**src/pkg/sci_regs_pkg.sv**
```systemverilog
// constants for the serial data and rate register block
package sci_regs_pkg;

   // register byte addresses on the bus
   localparam logic [7:0] CHAR_HOLD_OFS   = 8'h00;
   localparam logic [7:0] RATE_SEL_OFS    = 8'h04;
   localparam logic [7:0] TX_FINE_OFS     = 8'h08;
   localparam logic [7:0] RX_FINE_OFS     = 8'h0C;
   localparam logic [7:0] LINK_STATUS_OFS = 8'h10;

   // rate select field positions
   localparam int PRESCALE_MSB = 7;
   localparam int PRESCALE_LSB = 6;
   localparam int TX_DIV_MSB   = 5;
   localparam int TX_DIV_LSB   = 3;
   localparam int RX_DIV_MSB   = 2;
   localparam int RX_DIV_LSB   = 0;

   // link status bit positions
   localparam int STAT_TX_ROOM  = 0;
   localparam int STAT_TX_EMPTY = 1;
   localparam int STAT_RX_FULL  = 2;

   // reset values
   localparam logic [7:0] RATE_SEL_RST  = 8'h00;
   localparam logic [7:0] FINE_RST      = 8'h00;
   localparam logic [7:0] CHAR_HOLD_RST = 8'h00;

   // prescale factors per select code
   localparam logic [7:0] PRESCALE_F0 = 8'h01;
   localparam logic [7:0] PRESCALE_F1 = 8'h03;
   localparam logic [7:0] PRESCALE_F2 = 8'h04;
   localparam logic [7:0] PRESCALE_F3 = 8'h0D;

   // last count of the sample counter, sixteen sample ticks per bit tick
   localparam logic [3:0] OVERSAMPLE_LAST = 4'hF;

   // depth of the transmit buffer
   localparam logic [1:0] TX_BUF_DEPTH = 2'h2;

endpackage

```
**src/sci_data_rate.sv**
```systemverilog
// serial data holding and baud rate generation behind an apb slave
//
// Contract
// - one address: writes fill transmit holding, reads receive holding
// - transmit holding takes a bus byte and hands it to the shifter
// - receive holding keeps the shifter's byte and returns it on read
// - reads give last received byte, writes load next byte, bit 7 msb
// - rate select is read/write and resets to zero, factors one
// - rate select: prescale bits 7:6, tx divisor 5:3, rx divisor 2:0
// - prescale codes 00,01,10,11 give factors 1,3,4,13
// - tx divisor code n divides by two to the n
// - rx divisor code n divides by two to the n, independent of tx
// - bit rate is clock over sixteen times prescale times divisor
// - nonzero fine prescaler divides that direction further, zero is off
`timescale 1ns/1ns
module sci_data_rate
   import sci_regs_pkg::*;
(
   input  wire logic        pclk,
   input  wire logic        presetn,
   input  wire logic        psel,
   input  wire logic        penable,
   input  wire logic        pwrite,
   input  wire logic [7:0]  paddr,
   input  wire logic [31:0] pwdata,
   output logic [31:0]      prdata,
   output logic             pready,
   output logic             pslverr,
   output logic [7:0]       tx_data,
   output logic             tx_valid,
   input  wire logic        tx_ready,
   input  wire logic [7:0]  rx_data,
   input  wire logic        rx_valid,
   output logic             rx_ready,
   output logic             tx_sample_tick,
   output logic             tx_bit_tick,
   output logic             rx_sample_tick,
   output logic             rx_bit_tick
);

   // prescale factor from the two select bits
   function automatic logic [7:0] prescale_factor(input logic [1:0] code);
      logic [7:0] f;
      f = PRESCALE_F0;
      case (code)
         2'h0:    f = PRESCALE_F0;
         2'h1:    f = PRESCALE_F1;
         2'h2:    f = PRESCALE_F2;
         2'h3:    f = PRESCALE_F3;
         default: f = PRESCALE_F0;
      endcase
      return f;
   endfunction

   // last count of a power of two divider
   function automatic logic [7:0] div_last(input logic [2:0] code);
      logic [7:0] p;
      p = 8'h01 << code;
      return p - 8'h01;
   endfunction

   // last count of the fine prescaler, zero meaning off
   function automatic logic [7:0] fine_last(input logic [7:0] v);
      logic [7:0] l;
      l = (v == 8'h00) ? 8'h00 : v - 8'h01;
      return l;
   endfunction

   // register state
   logic [7:0]  rate_sel_r,  rate_sel_nxt;
   logic [7:0]  tx_fine_r,   tx_fine_nxt;
   logic [7:0]  rx_fine_r,   rx_fine_nxt;
   logic [7:0]  rx_hold_r,   rx_hold_nxt;
   logic        rx_full_r,   rx_full_nxt;
   logic        rx_ready_r,  rx_ready_nxt;
   logic [31:0] prdata_r,    prdata_nxt;
   logic        pready_r,    pready_nxt;
   logic        pslverr_r,   pslverr_nxt;

   // transmit buffer, entry 0 is the head
   logic [7:0]  tx_buf_r  [2];
   logic [7:0]  tx_buf_nxt[2];
   logic [1:0]  tx_cnt_r,   tx_cnt_nxt;
   logic        tx_valid_r, tx_valid_nxt;

   // decoded bus access
   logic        access;
   logic        done;
   logic        mapped;
   logic        data_wr;
   logic        data_rd;
   logic        tx_full;
   logic        tx_pop;
   logic [1:0]  cnt_after_pop;
   logic [7:0]  pr_last;

   // shared prescale stage
   logic [7:0]  pre_cnt_r, pre_cnt_nxt;
   logic        pre_tick;

   assign access  = psel & penable;
   assign done    = access & pready_r;
   assign mapped  = (paddr == CHAR_HOLD_OFS) | (paddr == RATE_SEL_OFS)
                  | (paddr == TX_FINE_OFS)   | (paddr == RX_FINE_OFS)
                  | (paddr == LINK_STATUS_OFS);
   assign data_wr = done & pwrite & (paddr == CHAR_HOLD_OFS) & mapped;
   assign data_rd = done & ~pwrite & (paddr == CHAR_HOLD_OFS);
   assign tx_full = (tx_cnt_r == TX_BUF_DEPTH);
   assign tx_pop  = tx_valid_r & tx_ready;
   assign pr_last = prescale_factor(rate_sel_r[PRESCALE_MSB:PRESCALE_LSB])
                  - 8'h01;
   assign pre_tick = (pre_cnt_r == pr_last);

   // apb answer: one wait cycle, longer while a data write finds no room
   always_comb
   begin
      pready_nxt  = 1'b0;
      pslverr_nxt = 1'b0;
      prdata_nxt  = prdata_r;
      if (access & ~pready_r)
      begin
         if (~(pwrite & (paddr == CHAR_HOLD_OFS) & tx_full))
         begin
            pready_nxt  = 1'b1;
            pslverr_nxt = ~mapped;
            prdata_nxt  = 32'h0000_0000;
            case (paddr)
               CHAR_HOLD_OFS:   prdata_nxt[7:0] = rx_hold_r;
               RATE_SEL_OFS:    prdata_nxt[7:0] = rate_sel_r;
               TX_FINE_OFS:     prdata_nxt[7:0] = tx_fine_r;
               RX_FINE_OFS:     prdata_nxt[7:0] = rx_fine_r;
               LINK_STATUS_OFS:
               begin
                  prdata_nxt[STAT_TX_ROOM]  = ~tx_full;
                  prdata_nxt[STAT_TX_EMPTY] = (tx_cnt_r == 2'h0);
                  prdata_nxt[STAT_RX_FULL]  = rx_full_r;
               end
               default:         prdata_nxt = 32'h0000_0000;
            endcase
         end
      end
   end

   always_ff @(posedge pclk or negedge presetn)
   begin
      if (!presetn)
      begin
         pready_r  <= 1'b0;
         pslverr_r <= 1'b0;
         prdata_r  <= 32'h0000_0000;
      end
      else
      begin
         pready_r  <= pready_nxt;
         pslverr_r <= pslverr_nxt;
         prdata_r  <= prdata_nxt;
      end
   end

   // configuration registers written at the completing edge
   always_comb
   begin
      rate_sel_nxt = rate_sel_r;
      tx_fine_nxt  = tx_fine_r;
      rx_fine_nxt  = rx_fine_r;
      if (done & pwrite)
      begin
         case (paddr)
            RATE_SEL_OFS: rate_sel_nxt = pwdata[7:0];
            TX_FINE_OFS:  tx_fine_nxt  = pwdata[7:0];
            RX_FINE_OFS:  rx_fine_nxt  = pwdata[7:0];
            default:      rate_sel_nxt = rate_sel_r;
         endcase
      end
   end

   always_ff @(posedge pclk or negedge presetn)
   begin
      if (!presetn)
      begin
         rate_sel_r <= RATE_SEL_RST;
         tx_fine_r  <= FINE_RST;
         rx_fine_r  <= FINE_RST;
      end
      else
      begin
         rate_sel_r <= rate_sel_nxt;
         tx_fine_r  <= tx_fine_nxt;
         rx_fine_r  <= rx_fine_nxt;
      end
   end

   // transmit buffer: bus pushes, shifter pops from entry 0
   always_comb
   begin
      tx_buf_nxt[0] = tx_buf_r[0];
      tx_buf_nxt[1] = tx_buf_r[1];
      tx_cnt_nxt    = tx_cnt_r;
      cnt_after_pop = tx_cnt_r;
      if (tx_pop)
      begin
         tx_buf_nxt[0] = tx_buf_r[1];
         cnt_after_pop = tx_cnt_r - 2'h1;
      end
      tx_cnt_nxt = cnt_after_pop;
      if (data_wr)
      begin
         tx_buf_nxt[cnt_after_pop[0]] = pwdata[7:0];
         tx_cnt_nxt = cnt_after_pop + 2'h1;
      end
      tx_valid_nxt = (tx_cnt_nxt != 2'h0);
   end

   always_ff @(posedge pclk or negedge presetn)
   begin
      if (!presetn)
      begin
         tx_buf_r[0] <= CHAR_HOLD_RST;
         tx_buf_r[1] <= CHAR_HOLD_RST;
         tx_cnt_r    <= 2'h0;
         tx_valid_r  <= 1'b0;
      end
      else
      begin
         tx_buf_r[0] <= tx_buf_nxt[0];
         tx_buf_r[1] <= tx_buf_nxt[1];
         tx_cnt_r    <= tx_cnt_nxt;
         tx_valid_r  <= tx_valid_nxt;
      end
   end

   // receive holding: filled by the shifter, emptied by a data read
   always_comb
   begin
      rx_hold_nxt = rx_hold_r;
      rx_full_nxt = rx_full_r;
      if (data_rd)
      begin
         rx_full_nxt = 1'b0;
      end
      if (rx_valid & rx_ready_r)
      begin
         rx_hold_nxt = rx_data;
         rx_full_nxt = 1'b1;
      end
      rx_ready_nxt = ~rx_full_nxt;
   end

   always_ff @(posedge pclk or negedge presetn)
   begin
      if (!presetn)
      begin
         rx_hold_r  <= CHAR_HOLD_RST;
         rx_full_r  <= 1'b0;
         rx_ready_r <= 1'b1;
      end
      else
      begin
         rx_hold_r  <= rx_hold_nxt;
         rx_full_r  <= rx_full_nxt;
         rx_ready_r <= rx_ready_nxt;
      end
   end

   // shared prescale counter, wraps at the selected factor
   always_comb
   begin
      pre_cnt_nxt = pre_tick ? 8'h00 : pre_cnt_r + 8'h01;
   end

   always_ff @(posedge pclk or negedge presetn)
   begin
      if (!presetn)
      begin
         pre_cnt_r <= 8'h00;
      end
      else
      begin
         pre_cnt_r <= pre_cnt_nxt;
      end
   end

   // per direction: divisor, fine prescaler and divide by sixteen
   for (genvar d = 0; d < 2; d++)
   begin : g_dir
      logic [2:0] code;
      logic [7:0] fine_val;
      logic [7:0] div_cnt_r,  div_cnt_nxt;
      logic [7:0] fine_cnt_r, fine_cnt_nxt;
      logic [3:0] six_cnt_r,  six_cnt_nxt;
      logic       samp_r,     samp_nxt;
      logic       bit_r,      bit_nxt;
      logic       div_tick;
      logic       fine_tick;

      // direction 0 transmits, direction 1 receives
      assign code = (d == 0) ? rate_sel_r[TX_DIV_MSB:TX_DIV_LSB]
                             : rate_sel_r[RX_DIV_MSB:RX_DIV_LSB];
      assign fine_val  = (d == 0) ? tx_fine_r : rx_fine_r;
      assign div_tick  = pre_tick & (div_cnt_r == div_last(code));
      assign fine_tick = div_tick
                       & (fine_cnt_r == fine_last(fine_val));

      // next counts and tick pulses
      always_comb
      begin
         div_cnt_nxt  = div_cnt_r;
         fine_cnt_nxt = fine_cnt_r;
         six_cnt_nxt  = six_cnt_r;
         samp_nxt     = fine_tick;
         bit_nxt      = 1'b0;
         if (pre_tick)
         begin
            div_cnt_nxt = div_tick ? 8'h00 : div_cnt_r + 8'h01;
         end
         if (div_tick)
         begin
            fine_cnt_nxt = fine_tick ? 8'h00 : fine_cnt_r + 8'h01;
         end
         if (fine_tick)
         begin
            six_cnt_nxt = six_cnt_r + 4'h1;
            bit_nxt     = (six_cnt_r == OVERSAMPLE_LAST);
         end
      end

      always_ff @(posedge pclk or negedge presetn)
      begin
         if (!presetn)
         begin
            div_cnt_r  <= 8'h00;
            fine_cnt_r <= 8'h00;
            six_cnt_r  <= 4'h0;
            samp_r     <= 1'b0;
            bit_r      <= 1'b0;
         end
         else
         begin
            div_cnt_r  <= div_cnt_nxt;
            fine_cnt_r <= fine_cnt_nxt;
            six_cnt_r  <= six_cnt_nxt;
            samp_r     <= samp_nxt;
            bit_r      <= bit_nxt;
         end
      end
   end

   // outputs taken straight from flip-flops
   assign prdata         = prdata_r;
   assign pready         = pready_r;
   assign pslverr        = pslverr_r;
   assign tx_data        = tx_buf_r[0];
   assign tx_valid       = tx_valid_r;
   assign rx_ready       = rx_ready_r;
   assign tx_sample_tick = g_dir[0].samp_r;
   assign tx_bit_tick    = g_dir[0].bit_r;
   assign rx_sample_tick = g_dir[1].samp_r;
   assign rx_bit_tick    = g_dir[1].bit_r;

endmodule

```
**config.mk**
```make
export PLATFORM = sky130hd
export DESIGN_NAME = sci_data_rate
export DESIGN_NICKNAME = d
export VERILOG_FILES = /design/src/pkg/sci_regs_pkg.sv /design/src/sci_data_rate.sv
export SDC_FILE = /design/constraint.sdc
export NUM_CORES = 1
export LEC_CHECK = 0
export ABC_CLOCK_PERIOD_IN_PS = 7400
export BUFFER_PORTS_ARGS = -buffer_cell sky130_fd_sc_hd__buf_2
export CORE_MARGIN = 2
export CORE_UTILIZATION = 47
export DETAILED_ROUTE_END_ITERATION = 10
export GPL_TIMING_DRIVEN = 0
export PLACE_DENSITY = 0.8
export SLEW_MARGIN = 30
export SYNTH_ARGS = -nofsm -noshare
export SYNTH_HDL_FRONTEND = slang
export SYNTH_SLANG_ARGS = --single-unit
```
**constraint.sdc**
```tcl
create_clock -name pclk -period 7.4 [get_ports pclk]
set_input_delay 1.85 -clock pclk [delete_from_list [all_inputs] [get_ports pclk]]
set_output_delay 1.85 -clock pclk [all_outputs]
set_load 0.005 [all_outputs]
```
==> impl_metrics.csv <==
group,metric,value,unit
sta,setup_violations,0,
worst_setup_path,critPathKind,"primary input to register",
global_routing,met2_usage,32.0,%
worst_setup_path,worstReg2RegEnd,"g_dir[0].six_cnt_r[1]$_DFFE_PN0P_",
detailed_routing,viasPerCell,5.58,
worst_setup_path,reg2reg_depth,12,
detailed_routing,wl_per_cell,15.9,um
floorplanning,initial_utilization,47.5,%
global_routing,grt_max_degree,76,
logic_synthesis,synthArstFlopShare,100,%
logic_synthesis,synth.avg_cell_area,10.1,um2
clock_network,htreeDepth,4,
power,power_density,273,nW/um2
cells_and_area,diodes,0,
cells_and_area,drive_above_1_share,25.3,%
place,finalWeightedCongestion,0.850,
cells_and_area,n_fill_cell,1226,
power,vdd_drop_max,0.205,mV
global_routing,grt-busiest-layer,"met2",
sta,holdWs,470,ps
worst_setup_path,cp_slowest_cell,"or4_1",
sta,fin_crit,3960,ps
worst_setup_path,cpPeakStageDelay,590,ps
logic_synthesis,post_synth_num_cell_types,76,
sta,hold_violations,0,
sta,slew-limit-headroom,52.5,%
detailed_routing,route.detailed.drc,0,
worst_setup_path,arrival,4250,ps
clock_network,ctsHoldBuffers,0,
sta,max_freq,253,MHz
clock_network,cts_tree,"yes",
worst_setup_path,setup.worst_path.end_class,"register",
logic_synthesis,yosysSeqAreaShare,42.2,%
logic_synthesis,synth_flop_cell,"dfrtp_1",
clock_network,cts-root-buf,"clkbuf_16",
sta,tightest_slew,707,ps
sta,fin_crit_sh,53.5,%
clock_network,clk_pin_slew,50,ps
logic_synthesis,synth_edf_count,0,
flow_run,maxCapViolCount,0,
floorplanning,dieArea,15500,um2
clock_network,clk_latency,410,ps
clock_network,post-cts-setup-buffers,0,
detailed_routing,finalWirelength,15400,um
logic_synthesis,yosys_warnings,0,
global_routing,grt_pass1_wl,25400,um
hold_path,hold-path-endpoint,"prdata[3]$_DFFE_PN0P_",
place,io_buffer_count,52,
place,hpwlAfterDp,10800,um
detailed_routing,dr.first_iter.drc_count,428,
sta,fin_tns_setup,0,ps
hold_path,worstHoldPathType,"register to register",
global_routing,grtUsageMet1,27.3,%
floorplanning,die-height,124,um
worst_setup_path,path_cells,"buf_2, or4_1, or3_1, nor4_4, ha_1, clkbuf_1, mux2_2",
sta,slew_viol_final,0,
global_routing,grt_usage,20.1,%
power,leakagePower,3.90,nW
worst_setup_path,start_kind,"primary input",
clock_network,cts_made_buffers,17,
global_routing,met3_usage,4.90,%
cells_and_area,instances_no_fill,970,
logic_synthesis,synth_area,6820,um2
worst_setup_path,worstPathRequired,7690,ps
place,dpl_cell_area,7430,um2
cells_and_area,fin_nets,844,
cells_and_area,synthToLayoutAreaGrowth,17.2,%
clock_network,cts.sinks,115,
global_routing,gr-total-overflow,0,
logic_synthesis,synth_seq_cells,115,
hold_path,hold_depth,2,
place,dp.cells,938,
sta,grt_setup_unrepaired,"false",
global_routing,grt_pass1_vias,5095,
floorplanning,dieWidth,124,um
clock_network,clockBufferDepth,2,
detailed_routing,ant_nets,0,
worst_setup_path,critPathMaxFanout,8,
detailed_routing,vias,5413,
floorplanning,core_area,14400,um2
detailed_routing,firstDrtPassIters,5,
sta,fin_skew,6.95,ps
floorplanning,rows,44,
outcome,status,"finished clean",
global_routing,antenna_found_initial,0,
worst_setup_path,reg2reg_setup_slack,3890,ps
worst_setup_path,rr_startpoint,"rate_sel_r[3]$_DFFE_PN0P_",
logic_synthesis,syn-instance-count,678,
cells_and_area,stdcell_area,7990,um2
clock_network,cts-resized-gates,0,
hold_path,hold_start,"prdata[3]$_DFFE_PN0P_",
floorplanning,ios,103,
## area by class of cell
cell class	instances	area [um2]	share of cell area, %
multi-input cells	501	3540	44.3
flip-flops and latches	115	2880	36.0
clock buffers	22	474	5.93
plain buffers	64	408	5.10
repair buffers	53	298	3.73
well taps	184	230	2.88
clock inverters	10	82.6	1.03
inverters	21	78.8	0.987
## metal layers
| layer | vias to the layer above | wire length, um |
|---|---|---|
| met2 | 189 | 7410 |
| li1 | 2573 | - |
| met3 | 20 | 895 |
| met5 | - | 0 |
| met1 | 2631 | 6940 |
| met4 | 0 | 166 |
## how the worst max path moves through the flow
stage / start / end
after floorplan: paddr[5] / register
after global placement: paddr[5] / register
after detailed placement: paddr[5] / register
after CTS: paddr[5] / register
after global routing: paddr[5] / register
final: paddr[5] / register
## synth_stat cells (all sizes together) (3+ instances only)
cell    instances  area (um2)
a222oi          4        40.0
nand2          54         210
nor3           17         101
o21ai          33         165
a21oi          22         114
a31o            3        26.3
or3             9        56.3
nor2b           9        56.3
nor3b           4        35.0
nand3b          5        37.5
nand3          23         115
and2            6        37.5
a211oi          4        30.0
buf            47         344
a22o            6        52.6
ha             16         200
and3           12        75.1
a31oi           5        31.3
nor4b           7         104
clkbuf         17        63.8
mux4            4        90.1
o31ai           9        67.6
xnor2          21         184
nor2           56         210
inv            21        78.8
mux2           43         492
mux2i          14         140
nor4            4        46.3
and4b           4        40.0
and4            5        43.8
dfrtp         114        2850
nand4          15        93.8
or2             4        25.0
xor2           28         245
## stage by stage
step	util, %	worst slack (ps)	power [mW]
floorplan	-	3390	1.25
global placement	51.5	3060	1.39
detailed placement	51.7	3050	1.41
CTS	55.6	3430	2.19
global route	55.6	3350	2.30
finish	55.6	3440	2.18
## report_power, final
part	switching (mW)	total [mW]	internal, mW
Clock	0.282	0.765	0.483
Combinational	0.327	0.590	0.262
Sequential	0.103	0.826	0.723
Total	0.712	2.18	1.47
## flip-flops by register name, summed over array words and instances, names as in the netlist, named ones only
signal / count
g_dir.div_cnt_r: 16
g_dir.fine_cnt_r: 16
g_dir.fine_val: 16
g_dir.six_cnt_r: 8
prdata: 8
pre_cnt_r: 8
pready: 1
pslverr: 1
rate_sel_r: 8
rx_bit_tick: 1
rx_full_r: 1
rx_hold_r: 8
rx_ready: 1
rx_sample_tick: 1
tx_bit_tick: 1
tx_cnt_r: 2
tx_data: 8
tx_sample_tick: 1
tx_valid: 1
## worst max-delay path: cells and delay by family
family        cells  cell delay [ps]
fa+ha+maj         1              210
mux               1              390
simple gates      3             1360
buf+inv           2              450
## kinds of logic after synthesis
logic type	Yosys count	synth area share [%]
AND/OR/NAND/NOR	244	20.2
adder cells (fa/ha/maj)	16	2.94
other	1	0.0550
XOR/XNOR	49	6.29
flip-flops	115	42.2
AO/OA/AOI/OAI	107	10.5
multiplexers	61	10.6
buffers and inverters	85	7.14
## cell usage in the layout, fill, tap and decap left out, drive strengths merged, types with 22 or more instances in the layout
cell	Yosys	routed
dfrtp	114	114
buf	47	100
nor2	56	56
nand2	54	54
mux2	43	43
clkbuf	17	39
o21ai	33	33
xor2	28	28
conb	1	24
nand3	23	23
a21oi	22	22
Note: power is estimated with default switching activity, not from simulation.
